--- config.mk ---
export PLATFORM = sky130hd
export DESIGN_NAME = dma_core
export DESIGN_NICKNAME = d
export VERILOG_FILES = /design/src/rtl/dma_pkg.sv /design/src/rtl/dma_core.sv
export SDC_FILE = /design/constraint.sdc
export NUM_CORES = 2
export LEC_CHECK = 0
export BUFFER_PORTS_ARGS = -buffer_cell sky130_fd_sc_hd__buf_2
export CAP_MARGIN = 40
export CELL_PAD_IN_SITES_DETAIL_PLACEMENT = 1
export CELL_PAD_IN_SITES_GLOBAL_PLACEMENT = 2
export CORE_ASPECT_RATIO = 1.75
export CORE_MARGIN = 1.5
export CORE_UTILIZATION = 41
export CTS_CLUSTER_DIAMETER = 200
export DETAILED_ROUTE_END_ITERATION = 7
export GPL_ROUTABILITY_DRIVEN = 0
export PLACE_DENSITY = 0.8
export REMOVE_ABC_BUFFERS = 1
export SETUP_SLACK_MARGIN = 0.05
export SYNTH_ARGS = -nofsm -noshare
export SYNTH_HDL_FRONTEND = slang
export SYNTH_SLANG_ARGS = --single-unit
--- constraint.sdc ---
create_clock -name pclk -period 16.2 [get_ports pclk]
set_clock_uncertainty 0.15 [all_clocks]
set_input_delay 2.43 -clock pclk [delete_from_list [all_inputs] [get_ports pclk]]
set_output_delay 2.43 -clock pclk [all_outputs]
set_load 0.02 [all_outputs]
--- src/rtl/dma_pkg.sv ---
// Constants, register map and types shared by the transfer controller
package dma_pkg;

   // ==========================================================================
   // Sizes
   localparam int NCH = 4;
   localparam int NPERIPH = 8;

   // ==========================================================================
   // Register byte addresses
   localparam logic [7:0] A_CTRL = 8'h00;
   localparam logic [7:0] A_CRC_CTRL = 8'h04;
   localparam logic [7:0] A_CRC_DIN = 8'h08;
   localparam logic [7:0] A_CRC_SUM = 8'h0C;
   localparam logic [7:0] A_SWTRIG = 8'h10;
   localparam logic [7:0] A_PEND = 8'h14;
   localparam logic [7:0] A_BUSY = 8'h18;
   localparam logic [7:0] A_DESC_BASE = 8'h1C;
   localparam logic [7:0] A_WB_BASE = 8'h20;
   localparam logic [7:0] A_CHSEL = 8'h24;
   localparam logic [7:0] A_CHANNEL_CONTROL_A = 8'h28;
   localparam logic [7:0] A_CHSTAT = 8'h2C;

   // ==========================================================================
   // channel_control_a fields
   localparam int CA_EN = 0;
   localparam int CA_SUSP_END = 1;
   localparam int CA_TRIG_LSB = 2;
   localparam int CA_PER_LSB = 4;
   localparam int CA_BURST_LSB = 8;
   localparam int CA_W = 12;
   localparam logic [1:0] TRIG_SW = 2'h0;
   localparam logic [1:0] TRIG_EVT = 2'h1;
   localparam logic [1:0] TRIG_PER = 2'h2;

   // ==========================================================================
   // block_control_word fields (low half of descriptor word 0) and beat count (high half)
   localparam int BC_WIDTH_LSB = 0;
   localparam int BC_SOURCE_INCREMENT_ENABLE = 2;
   localparam int BC_DESTINATION_INCREMENT_ENABLE = 3;
   localparam int BC_STEP_TARGET_SELECT = 4;
   localparam int BC_STEP_LSB = 5;
   localparam int BC_BEATEVT = 8;
   localparam int BC_BLKEVT = 9;
   localparam int BC_BLKIRQ = 10;
   localparam int BEAT_COUNT_LSB = 16;
   localparam logic [16:0] BEAT_COUNT_MAX = 17'h10000;
   localparam logic [16:0] BEAT_COUNT_ONE = 17'h00001;

   // ==========================================================================
   // Descriptor layout, status and checksum fields
   localparam logic [1:0] DW_CTRL = 2'h0;
   localparam logic [1:0] DW_SRC = 2'h1;
   localparam logic [1:0] DW_DST = 2'h2;
   localparam logic [1:0] DW_NEXT = 2'h3;
   localparam logic [31:0] DESC_STRIDE = 32'h0000_0010;
   localparam logic [31:0] WORD_STEP = 32'h0000_0004;
   localparam logic [1:0] SIZE_WORD = 2'h2;
   localparam int ST_PEND = 0;
   localparam int ST_BUSY = 1;
   localparam int ST_SUSP = 2;
   localparam int ST_DONE = 3;
   localparam int CRC_POLY32 = 0;
   localparam int CRC_FROM_CH = 1;
   localparam int CRC_CH_LSB = 2;
   localparam logic [31:0] POLY16 = 32'h0000_1021;
   localparam logic [31:0] POLY32 = 32'h04C1_1DB7;

   typedef enum logic [1:0] {eng_idle, eng_fetch, eng_read, eng_write} eng_state_t;

endpackage

--- src/rtl/dma_core.sv ---
// Multi-channel transfer controller core with APB registers and memory master
`timescale 1ns/1ns
`default_nettype none

module dma_core
   import dma_pkg::*;
(
   input wire logic pclk, // System clock, 50 MHz
   input wire logic presetn, // Asynchronous reset, active low
   input wire logic [7:0] paddr, // APB byte address
   input wire logic psel, // APB select
   input wire logic penable, // APB access phase
   input wire logic pwrite, // APB direction, high for write
   input wire logic [31:0] pwdata, // APB write data
   output logic [31:0] prdata, // APB read data
   output logic pready, // APB ready
   output logic pslverr, // APB error on unmapped address
   input wire logic [NCH-1:0] event_in, // Incoming trigger events
   input wire logic [NPERIPH-1:0] periph_req, // Peripheral request lines
   output logic [NCH-1:0] beat_event_out, // Pulse after each beat
   output logic [NCH-1:0] block_event_out, // Pulse at block end
   output logic [NCH-1:0] block_irq_out, // Interrupt pulse at block end
   output logic mem_req, // Memory request, held until mem_ack
   output logic mem_we, // Memory write when high
   output logic [31:0] mem_addr, // Memory byte address
   output logic [31:0] mem_wdata, // Memory write data
   output logic [1:0] mem_size, // Beat width code of the access
   input wire logic mem_ack, // Memory accepts request this edge
   input wire logic [31:0] mem_rdata // Read data valid with mem_ack
);

   // ==========================================================================
   // Helpers
   // Address advance per beat, optionally scaled
   function automatic logic [31:0] step_of(input logic [15:0] bc, input logic scaled);
      logic [31:0] unit;
      unit = 32'(bc[BC_WIDTH_LSB +: 2]) + 32'h0000_0001;
      step_of = scaled ? (unit << bc[BC_STEP_LSB +: 3]) : unit;
   endfunction

   // Bitwise checksum update over the low nbits of d, MSB first
   function automatic logic [31:0] crc_feed(input logic [31:0] c, input logic [31:0] d,
                                            input logic [5:0] nbits, input logic wide);
      logic [31:0] r;
      logic fb;
      r = c;
      fb = 1'b0;
      for (int i = 31; i >= 0; i--) begin
         if (i < int'(nbits)) begin
            fb = d[i] ^ (wide ? r[31] : r[15]);
            r = wide ? {r[30:0], 1'b0} : {16'h0000, r[14:0], 1'b0};
            if (fb) begin
               r = r ^ (wide ? POLY32 : POLY16);
            end
         end
      end
      crc_feed = r;
   endfunction

   // ==========================================================================
   // State
   logic ctrl_en_ff, nxt_ctrl_en;
   logic [3:0] crc_ctrl_ff, nxt_crc_ctrl;
   logic [31:0] crc_sum_ff, nxt_crc_sum;
   logic [31:0] desc_base_ff, nxt_desc_base;
   logic [31:0] wb_base_ff, nxt_wb_base;
   logic [1:0] chsel_ff, nxt_chsel;
   logic [CA_W-1:0] chca_ff [NCH], nxt_chca [NCH];
   logic [NCH-1:0] pend_ff, nxt_pend, busy_ff, nxt_busy;
   logic [NCH-1:0] susp_ff, nxt_susp, done_ff, nxt_done;
   logic [NCH-1:0] loaded_ff, nxt_loaded, chain_ff, nxt_chain;
   logic [15:0] bctl_ff [NCH], nxt_bctl [NCH];
   logic [16:0] beat_count_ff [NCH], nxt_beat_count [NCH];
   logic [31:0] src_ff [NCH], nxt_src [NCH];
   logic [31:0] dst_ff [NCH], nxt_dst [NCH];
   logic [31:0] next_ff [NCH], nxt_next [NCH];
   eng_state_t eng_ff, nxt_eng;
   logic [1:0] act_ff, nxt_act;
   logic [1:0] widx_ff, nxt_widx;
   logic [3:0] burst_ff, nxt_burst;
   logic [31:0] data_ff, nxt_data;
   logic mem_req_ff, nxt_mem_req, mem_we_ff, nxt_mem_we;
   logic [31:0] mem_addr_ff, nxt_mem_addr, mem_wdata_ff, nxt_mem_wdata;
   logic [1:0] mem_size_ff, nxt_mem_size;
   logic [NCH-1:0] bevt_ff, nxt_bevt, kevt_ff, nxt_kevt, kirq_ff, nxt_kirq;
   logic [31:0] prdata_ff, nxt_prdata;
   logic pready_ff, nxt_pready, pslverr_ff, nxt_pslverr;

   // Combinational helpers
   logic wr_acc;
   logic rd_setup;
   logic mapped;
   logic [NCH-1:0] trig_hit, elig;
   logic [1:0] gnt;
   logic [15:0] abc;
   logic [31:0] nsrc, ndst;
   logic [16:0] cnt_ld;

   // ==========================================================================
   // Trigger selection and fixed-priority arbiter, channel 0 highest
   always_comb begin
      trig_hit = '0;
      elig = '0;
      gnt = '0;
      for (int i = 0; i < NCH; i++) begin
         case (chca_ff[i][CA_TRIG_LSB +: 2])
            TRIG_EVT: trig_hit[i] = event_in[i];
            TRIG_PER: trig_hit[i] = periph_req[chca_ff[i][CA_PER_LSB +: 3]];
            default: trig_hit[i] = 1'b0;
         endcase
         if (wr_acc && paddr == A_SWTRIG && pwdata[i]) begin
            trig_hit[i] = 1'b1;
         end
         elig[i] = pend_ff[i] & chca_ff[i][CA_EN] & ~susp_ff[i];
      end
      for (int i = NCH - 1; i >= 0; i--) begin
         if (elig[i]) begin
            gnt = 2'(i);
         end
      end
   end

   // APB phase decode and address map check
   assign wr_acc = psel & penable & pready_ff & pwrite;
   assign rd_setup = psel & ~penable & ~pwrite;
   assign mapped = (paddr <= A_CHSTAT) && (paddr[1:0] == 2'b00);

   // Active descriptor view and next addresses of the active channel
   assign abc = bctl_ff[act_ff];
   assign nsrc = src_ff[act_ff] + (abc[BC_SOURCE_INCREMENT_ENABLE] ? step_of(abc, abc[BC_STEP_TARGET_SELECT]) : '0);
   assign ndst = dst_ff[act_ff] + (abc[BC_DESTINATION_INCREMENT_ENABLE] ? step_of(abc, ~abc[BC_STEP_TARGET_SELECT]) : '0);
   assign cnt_ld = (mem_rdata[31:BEAT_COUNT_LSB] == 16'h0000) ? BEAT_COUNT_MAX
                                                         : {1'b0, mem_rdata[31:BEAT_COUNT_LSB]};

   // ==========================================================================
   // Register file, channel state and transfer engine next values
   always_comb begin
      nxt_ctrl_en = ctrl_en_ff;
      nxt_crc_ctrl = crc_ctrl_ff;
      nxt_crc_sum = crc_sum_ff;
      nxt_desc_base = desc_base_ff;
      nxt_wb_base = wb_base_ff;
      nxt_chsel = chsel_ff;
      nxt_chca = chca_ff;
      nxt_pend = pend_ff;
      nxt_busy = busy_ff;
      nxt_susp = susp_ff;
      nxt_done = done_ff;
      nxt_loaded = loaded_ff;
      nxt_chain = chain_ff;
      nxt_bctl = bctl_ff;
      nxt_beat_count = beat_count_ff;
      nxt_src = src_ff;
      nxt_dst = dst_ff;
      nxt_next = next_ff;
      nxt_eng = eng_ff;
      nxt_act = act_ff;
      nxt_widx = widx_ff;
      nxt_burst = burst_ff;
      nxt_data = data_ff;
      nxt_mem_req = mem_req_ff;
      nxt_mem_we = mem_we_ff;
      nxt_mem_addr = mem_addr_ff;
      nxt_mem_wdata = mem_wdata_ff;
      nxt_mem_size = mem_size_ff;
      nxt_bevt = '0;
      nxt_kevt = '0;
      nxt_kirq = '0;
      nxt_pready = psel & ~penable;
      nxt_pslverr = psel & ~penable & ~mapped;
      nxt_prdata = '0;

      // Register writes
      if (wr_acc) begin
         case (paddr)
            A_CTRL: nxt_ctrl_en = pwdata[0];
            A_CRC_CTRL: nxt_crc_ctrl = pwdata[3:0];
            A_CRC_DIN: nxt_crc_sum = crc_feed(crc_sum_ff, pwdata, 6'd32,
                                             crc_ctrl_ff[CRC_POLY32]);
            A_CRC_SUM: nxt_crc_sum = pwdata;
            A_DESC_BASE: if (!ctrl_en_ff) nxt_desc_base = pwdata;
            A_WB_BASE: if (!ctrl_en_ff) nxt_wb_base = pwdata;
            A_CHSEL: nxt_chsel = pwdata[1:0];
            A_CHANNEL_CONTROL_A: begin
               nxt_chca[chsel_ff] = pwdata[CA_W-1:0];
               if (pwdata[CA_EN] && !chca_ff[chsel_ff][CA_EN]) begin
                  nxt_chain[chsel_ff] = 1'b0;
                  nxt_loaded[chsel_ff] = 1'b0;
               end
            end
            A_CHSTAT: begin
               if (pwdata[ST_SUSP]) nxt_susp[chsel_ff] = 1'b0;
               if (pwdata[ST_DONE]) nxt_done[chsel_ff] = 1'b0;
            end
            default: ;
         endcase
      end

      // Read data captured in the setup cycle
      if (rd_setup) begin
         case (paddr)
            A_CTRL: nxt_prdata = {31'h0000_0000, ctrl_en_ff};
            A_CRC_CTRL: nxt_prdata = {28'h000_0000, crc_ctrl_ff};
            A_CRC_SUM: nxt_prdata = crc_sum_ff;
            A_PEND: nxt_prdata = {28'h000_0000, pend_ff};
            A_BUSY: nxt_prdata = {28'h000_0000, busy_ff};
            A_DESC_BASE: nxt_prdata = desc_base_ff;
            A_WB_BASE: nxt_prdata = wb_base_ff;
            A_CHSEL: nxt_prdata = {30'h0000_0000, chsel_ff};
            A_CHANNEL_CONTROL_A: nxt_prdata = {20'h0_0000, chca_ff[chsel_ff]};
            A_CHSTAT: nxt_prdata = {28'h000_0000, done_ff[chsel_ff], susp_ff[chsel_ff],
                                    busy_ff[chsel_ff], pend_ff[chsel_ff]};
            default: nxt_prdata = '0;
         endcase
      end

      // Transfer engine
      case (eng_ff)
         eng_idle: begin
            if (ctrl_en_ff && |elig) begin
               nxt_act = gnt;
               nxt_busy[gnt] = 1'b1;
               nxt_burst = chca_ff[gnt][CA_BURST_LSB +: 4];
               nxt_mem_req = 1'b1;
               if (!loaded_ff[gnt]) begin
                  nxt_eng = eng_fetch;
                  nxt_widx = DW_CTRL;
                  nxt_mem_we = 1'b0;
                  nxt_mem_size = SIZE_WORD;
                  nxt_mem_addr = chain_ff[gnt] ? next_ff[gnt]
                                               : desc_base_ff + DESC_STRIDE * 32'(gnt);
               end else begin
                  nxt_eng = eng_read;
                  nxt_mem_we = 1'b0;
                  nxt_mem_size = bctl_ff[gnt][BC_WIDTH_LSB +: 2];
                  nxt_mem_addr = src_ff[gnt];
               end
            end
         end
         eng_fetch: begin
            if (mem_ack) begin
               nxt_mem_addr = mem_addr_ff + WORD_STEP;
               nxt_widx = widx_ff + 2'h1;
               case (widx_ff)
                  DW_CTRL: begin
                     nxt_bctl[act_ff] = mem_rdata[15:0];
                     nxt_beat_count[act_ff] = cnt_ld;
                  end
                  DW_SRC: nxt_src[act_ff] = mem_rdata;
                  DW_DST: nxt_dst[act_ff] = mem_rdata;
                  default: begin
                     nxt_next[act_ff] = mem_rdata;
                     nxt_loaded[act_ff] = 1'b1;
                     nxt_eng = eng_read;
                     nxt_mem_size = abc[BC_WIDTH_LSB +: 2];
                     nxt_mem_addr = src_ff[act_ff];
                  end
               endcase
            end
         end
         eng_read: begin
            if (mem_ack) begin
               nxt_data = mem_rdata;
               nxt_eng = eng_write;
               nxt_mem_we = 1'b1;
               nxt_mem_addr = dst_ff[act_ff];
               nxt_mem_wdata = mem_rdata;
            end
         end
         eng_write: begin
            if (mem_ack) begin
               nxt_mem_we = 1'b0;
               nxt_src[act_ff] = nsrc;
               nxt_dst[act_ff] = ndst;
               nxt_beat_count[act_ff] = beat_count_ff[act_ff] - BEAT_COUNT_ONE;
               nxt_burst = burst_ff - 4'h1;
               nxt_bevt[act_ff] = abc[BC_BEATEVT];
               if (crc_ctrl_ff[CRC_FROM_CH] && crc_ctrl_ff[CRC_CH_LSB +: 2] == act_ff) begin
                  nxt_crc_sum = crc_feed(crc_sum_ff, data_ff,
                                         6'(8 << abc[BC_WIDTH_LSB +: 2]),
                                         crc_ctrl_ff[CRC_POLY32]);
               end
               if (beat_count_ff[act_ff] == BEAT_COUNT_ONE) begin
                  nxt_eng = eng_idle;
                  nxt_mem_req = 1'b0;
                  nxt_pend[act_ff] = 1'b0;
                  nxt_busy[act_ff] = 1'b0;
                  nxt_loaded[act_ff] = 1'b0;
                  nxt_done[act_ff] = 1'b1;
                  nxt_kevt[act_ff] = abc[BC_BLKEVT];
                  nxt_kirq[act_ff] = abc[BC_BLKIRQ];
                  if (next_ff[act_ff] != '0) begin
                     nxt_chain[act_ff] = 1'b1;
                  end else begin
                     nxt_chain[act_ff] = 1'b0;
                     if (chca_ff[act_ff][CA_SUSP_END]) begin
                        nxt_susp[act_ff] = 1'b1;
                     end else begin
                        nxt_chca[act_ff][CA_EN] = 1'b0;
                     end
                  end
               end else if (burst_ff == 4'h0) begin
                  nxt_eng = eng_idle;
                  nxt_mem_req = 1'b0;
               end else begin
                  nxt_eng = eng_read;
                  nxt_mem_addr = nsrc;
               end
            end
         end
         default: nxt_eng = eng_idle;
      endcase

      // New triggers last, but a pending channel ignores them, so a same-cycle clear wins
      for (int i = 0; i < NCH; i++) begin
         if (trig_hit[i] && chca_ff[i][CA_EN] && !susp_ff[i] && !pend_ff[i]) begin
            nxt_pend[i] = 1'b1;
         end
      end
   end

   // ==========================================================================
   // Registers
   always_ff @(posedge pclk or negedge presetn) begin
      if (!presetn) begin
         ctrl_en_ff <= 1'b0;
         crc_ctrl_ff <= '0;
         crc_sum_ff <= '0;
         desc_base_ff <= '0;
         wb_base_ff <= '0;
         chsel_ff <= '0;
         for (int i = 0; i < NCH; i++) begin
            chca_ff[i] <= '0;
            bctl_ff[i] <= '0;
            beat_count_ff[i] <= '0;
            src_ff[i] <= '0;
            dst_ff[i] <= '0;
            next_ff[i] <= '0;
         end
         pend_ff <= '0;
         busy_ff <= '0;
         susp_ff <= '0;
         done_ff <= '0;
         loaded_ff <= '0;
         chain_ff <= '0;
         eng_ff <= eng_idle;
         act_ff <= '0;
         widx_ff <= '0;
         burst_ff <= '0;
         data_ff <= '0;
         mem_req_ff <= 1'b0;
         mem_we_ff <= 1'b0;
         mem_addr_ff <= '0;
         mem_wdata_ff <= '0;
         mem_size_ff <= '0;
         bevt_ff <= '0;
         kevt_ff <= '0;
         kirq_ff <= '0;
         prdata_ff <= '0;
         pready_ff <= 1'b0;
         pslverr_ff <= 1'b0;
      end else begin
         ctrl_en_ff <= nxt_ctrl_en;
         crc_ctrl_ff <= nxt_crc_ctrl;
         crc_sum_ff <= nxt_crc_sum;
         desc_base_ff <= nxt_desc_base;
         wb_base_ff <= nxt_wb_base;
         chsel_ff <= nxt_chsel;
         chca_ff <= nxt_chca;
         bctl_ff <= nxt_bctl;
         beat_count_ff <= nxt_beat_count;
         src_ff <= nxt_src;
         dst_ff <= nxt_dst;
         next_ff <= nxt_next;
         pend_ff <= nxt_pend;
         busy_ff <= nxt_busy;
         susp_ff <= nxt_susp;
         done_ff <= nxt_done;
         loaded_ff <= nxt_loaded;
         chain_ff <= nxt_chain;
         eng_ff <= nxt_eng;
         act_ff <= nxt_act;
         widx_ff <= nxt_widx;
         burst_ff <= nxt_burst;
         data_ff <= nxt_data;
         mem_req_ff <= nxt_mem_req;
         mem_we_ff <= nxt_mem_we;
         mem_addr_ff <= nxt_mem_addr;
         mem_wdata_ff <= nxt_mem_wdata;
         mem_size_ff <= nxt_mem_size;
         bevt_ff <= nxt_bevt;
         kevt_ff <= nxt_kevt;
         kirq_ff <= nxt_kirq;
         prdata_ff <= nxt_prdata;
         pready_ff <= nxt_pready;
         pslverr_ff <= nxt_pslverr;
      end
   end

   // Outputs straight from flops
   assign prdata = prdata_ff;
   assign pready = pready_ff;
   assign pslverr = pslverr_ff;
   assign beat_event_out = bevt_ff;
   assign block_event_out = kevt_ff;
   assign block_irq_out = kirq_ff;
   assign mem_req = mem_req_ff;
   assign mem_we = mem_we_ff;
   assign mem_addr = mem_addr_ff;
   assign mem_wdata = mem_wdata_ff;
   assign mem_size = mem_size_ff;

endmodule // dma_core

`default_nettype wire

==> results.py <==
metrics = {
    "cts": {
        "cts_max_level": 3,
        "cts.sink_count": 795,
        "clk_transition_reported_paths_ns": 0.06,
        "insertion_delay_ns": 0.70,
        "numCtsBuffers": 82,
        "tritoncts": "built",
        "clock_tree.root_cell": "sky130_fd_sc_hd__clkbuf_16",
        "postCtsSetupRepairBufs": 0,
        "postCtsResizedCells": 0,
        "cts_buffer_depth": 3,
        "holdBufCountCts": 0,
    },
    "die": {
        "fp-row-count": 181,
        "initial_utilization_pct": 41.3,
        "floorplan_die_area_um2": 143000,
        "die_y_extent_um": 498,
        "die_width_um": 286,
        "floorplan.io_pins": 204,
        "design.core.area_um2": 139000,
    },
    "timing": {
        "final_hold_viol_count": 0,
        "worst_pin_slew_ns": 1.01,
        "timing.fmax_ghz": 0.0841,
        "setup-violations-final": 0,
        "fin_crit_sh_pct": 73.4,
        "final_layout_setup_total_negative_slack_ns": 0,
        "rsz0062_at_grt": "false",
        "final_max_slew_viol_count": 0,
        "fin_hold_ws_ns": 0.337,
        "slew_limit_headroom_pct": 30.7,
        "finalCriticalPeriod_ns": 11.89,
    },
    "power": {
        "total_power_mw": 6.49,
        "total_leakage_power_nw": 27.1,
        "vdd_ir_drop_max_mv": 0.134,
        "power_density_nw_per_um2": 102,
    },
    "synth": {
        "yosys.area.top_type_share_pct": 34.6,
        "synth_area_per_cell_um2": 9.57,
        "synth-edff-count": 0,
        "number_of_warnings_reported_in_the_yosys_synthesis_log": 0,
        "netlist_top_cells_count": "sky130_fd_sc_hd__dfrtp_1 (795), sky130_fd_sc_hd__nand2_1 (613), sky130_fd_sc_hd__xnor2_1 (540), sky130_fd_sc_hd__nor2_1 (504), sky130_fd_sc_hd__mux2_2 (409)",
        "yosysTopAreaCell": "sky130_fd_sc_hd__dfrtp_1",
        "synth_most_common_cell": "sky130_fd_sc_hd__dfrtp_1",
        "async_reset_ff_share_pct": 100,
        "synthesis.area_um2": 57500,
        "yosys.cell_types.count": 116,
        "synth_ff_type": "sky130_fd_sc_hd__dfrtp_1",
        "syn_inst": 6009,
        "synth.ff_latch_count": 795,
        "seq_area_frac_synth_pct": 34.6,
        "synthTopCellsByArea": "sky130_fd_sc_hd__dfrtp_1 (35%), sky130_fd_sc_hd__xnor2_1 (8.2%), sky130_fd_sc_hd__mux2_2 (8.0%)",
    },
    "routing": {
        "vias": 50300,
        "initialDrtViolationCount": 3842,
        "wire_per_inst_um": 31.1,
        "detail_route.drc_violations": 0,
        "wl_mm": 247,
        "firstDrtPassIters": 8,
        "drt-vias-per-instance": 6.34,
        "drt.antenna.violating_nets": 0,
    },
    "grt": {
        "grt.met1_usage_pct": 37.3,
        "use_met2_pct": 60.6,
        "grt_antenna_before_repair": 5,
        "grt_busiest_layer": "met2",
        "grtUsageTotal_pct": 34.3,
        "met3_usage_pct": 5.19,
        "grt_pass1_vias": 52600,
        "gr_ovfl_total": 0,
        "wire_length_of_the_first_global_routing_pass_mm": 361,
        "grt_max_degree": 131,
    },
    "run_status": {
        "status": "complete, no violations",
    },
    "critical_path": {
        "setup.worst_path.class": "reg2reg",
        "startpoint": "act_ff[1]",
        "r2r_start": "act_ff[1]",
        "worst_setup_path_start_kind": "flop",
        "critical-path-max-stage-delay_ns": 0.73,
        "reg2reg_setup_slack_ns": 4.31,
        "endpoint_kind_of_the_worst_setup_timing_path": "flop",
        "critPathMaxFanout": 30,
        "critPathRequiredTime_ns": 16.61,
        "critical-path-slowest-cell": "sky130_fd_sc_hd__ha_2",
        "cp.arrival_ns": 12.30,
    },
    "cells_and_area": {
        "drive_gt1_share_pct": 19.8,
        "fin_nets": 6176,
        "layoutNonFillerInstCount": 7935,
        "design_area_um2": 63700,
        "nFillCells": 15800,
        "seq_area_um2": 19900,
        "multiInputGateArea_um2": 35800,
        "layout_stage_area_growth_over_the_synthesis_result_pct": 10.7,
    },
    "placement": {
        "placed_cells_incl_taps": 7781,
        "port_buffers": 203,
        "place.detailed.hpwl_mm": 185,
        "placed_cell_area_um2": 60800,
    },
    "worst_hold_path": {
        "timing.hold.worst.class": "reg2reg",
        "hold_path.startpoint": "beat_count_ff[29]",
    },
    "run": {
        "cap_violations": 0,
    },
}
[critical path: cells and delay by family (launching register included)]
kind	cells	cell delay [ns]
and+or+nand+nor	11	3.50
AOI/OAI and AO/OA	7	2.52
muxes	5	1.86
xor gates and xnor gates	3	1.17
buffers and inverters	3	1.15
adders and majority gates	1	0.73
DFF	1	0.64
[metrics by stage]
step	util [%]	setup slack [ns]
after floorplan	-	0.172
after global placement	43.4	4.70
after detailed placement	43.7	4.52
after CTS	45.7	4.50
after global routing	45.8	3.88
final	45.8	4.31
[final timing paths]
kind,endpoint,depth (start not counted)
max,crc_sum_ff[13],30
min,beat_count_ff[29],1
max reg2reg,crc_sum_ff[13],30
min reg2reg,beat_count_ff[29],1
max in group asynchronous,wb_base_ff[27],6
min in group asynchronous,dst_ff[35],1
[layer usage]
metal	vias up	routed length [um]
met1	25900	87300
li1	21700	-
met5	-	0
met3	768	13500
met2	1892	125000
met4	0	20800
[sequential cells by signal, indices dropped and copies added (netlist names), 44 cells and up]
name	count
dst_ff	128
next_ff	128
src_ff	128
beat_count_ff	68
chca_ff	48
bctl_ff	44
[logic make-up after synthesis]
| family | after synthesis | synth area share (%) |
|---|---|---|
| xor gates and xnor gates | 851 | 14.9 |
| muxes | 668 | 15.8 |
| buffers and inverters | 498 | 3.43 |
| DFF | 795 | 34.6 |
| adders and majority gates | 45 | 1.02 |
| and+or+nand+nor | 1823 | 14.8 |
| AOI/OAI and AO/OA | 1329 | 15.5 |
[power by group]
group / switching, mW / internal [mW] / leakage (nW)
Clock: 0.883 / 1.12 / 1.37
Sequential: 0.00538 / 1.99 / 11.0
Combinational: 1.51 / 0.987 / 14.8
[final cells by class]
class	instances	share of cell area, %
antenna	3	0.0118
clock buffer	118	3.85
clock inverter	27	0.525
inverter	68	0.405
multi-input combinational	4716	56.3
sequential	795	31.3
tap	1830	3.60
timing repair buffer	378	4.06
[cells in the final DEF, fill, tap and decap left out, types with 39 or more instances in the layout]
master,instances
sky130_fd_sc_hd__a211oi_1,42
sky130_fd_sc_hd__nor3_1,93
sky130_fd_sc_hd__inv_1,62
sky130_fd_sc_hd__dfrtp_1,792
sky130_fd_sc_hd__xnor2_1,540
sky130_fd_sc_hd__a22oi_1,41
sky130_fd_sc_hd__and3_1,83
sky130_fd_sc_hd__mux4_2,148
sky130_fd_sc_hd__a222oi_1,44
sky130_fd_sc_hd__nand2_1,609
sky130_fd_sc_hd__nand3_1,160
sky130_fd_sc_hd__clkbuf_16,84
sky130_fd_sc_hd__mux2i_1,106
sky130_fd_sc_hd__o21a_1,113
sky130_fd_sc_hd__ha_1,39
sky130_fd_sc_hd__nand4_1,41
sky130_fd_sc_hd__xnor3_1,54
sky130_fd_sc_hd__buf_4,139
sky130_fd_sc_hd__nor4_1,63
sky130_fd_sc_hd__nor2_1,486
sky130_fd_sc_hd__xor2_1,222
sky130_fd_sc_hd__o21ai_0,210
sky130_fd_sc_hd__mux2_2,409
sky130_fd_sc_hd__and2_1,50
sky130_fd_sc_hd__buf_2,217
sky130_fd_sc_hd__a221oi_1,41
sky130_fd_sc_hd__o211ai_1,120
sky130_fd_sc_hd__a21oi_1,407
Power figures use the tool's default switching activity.
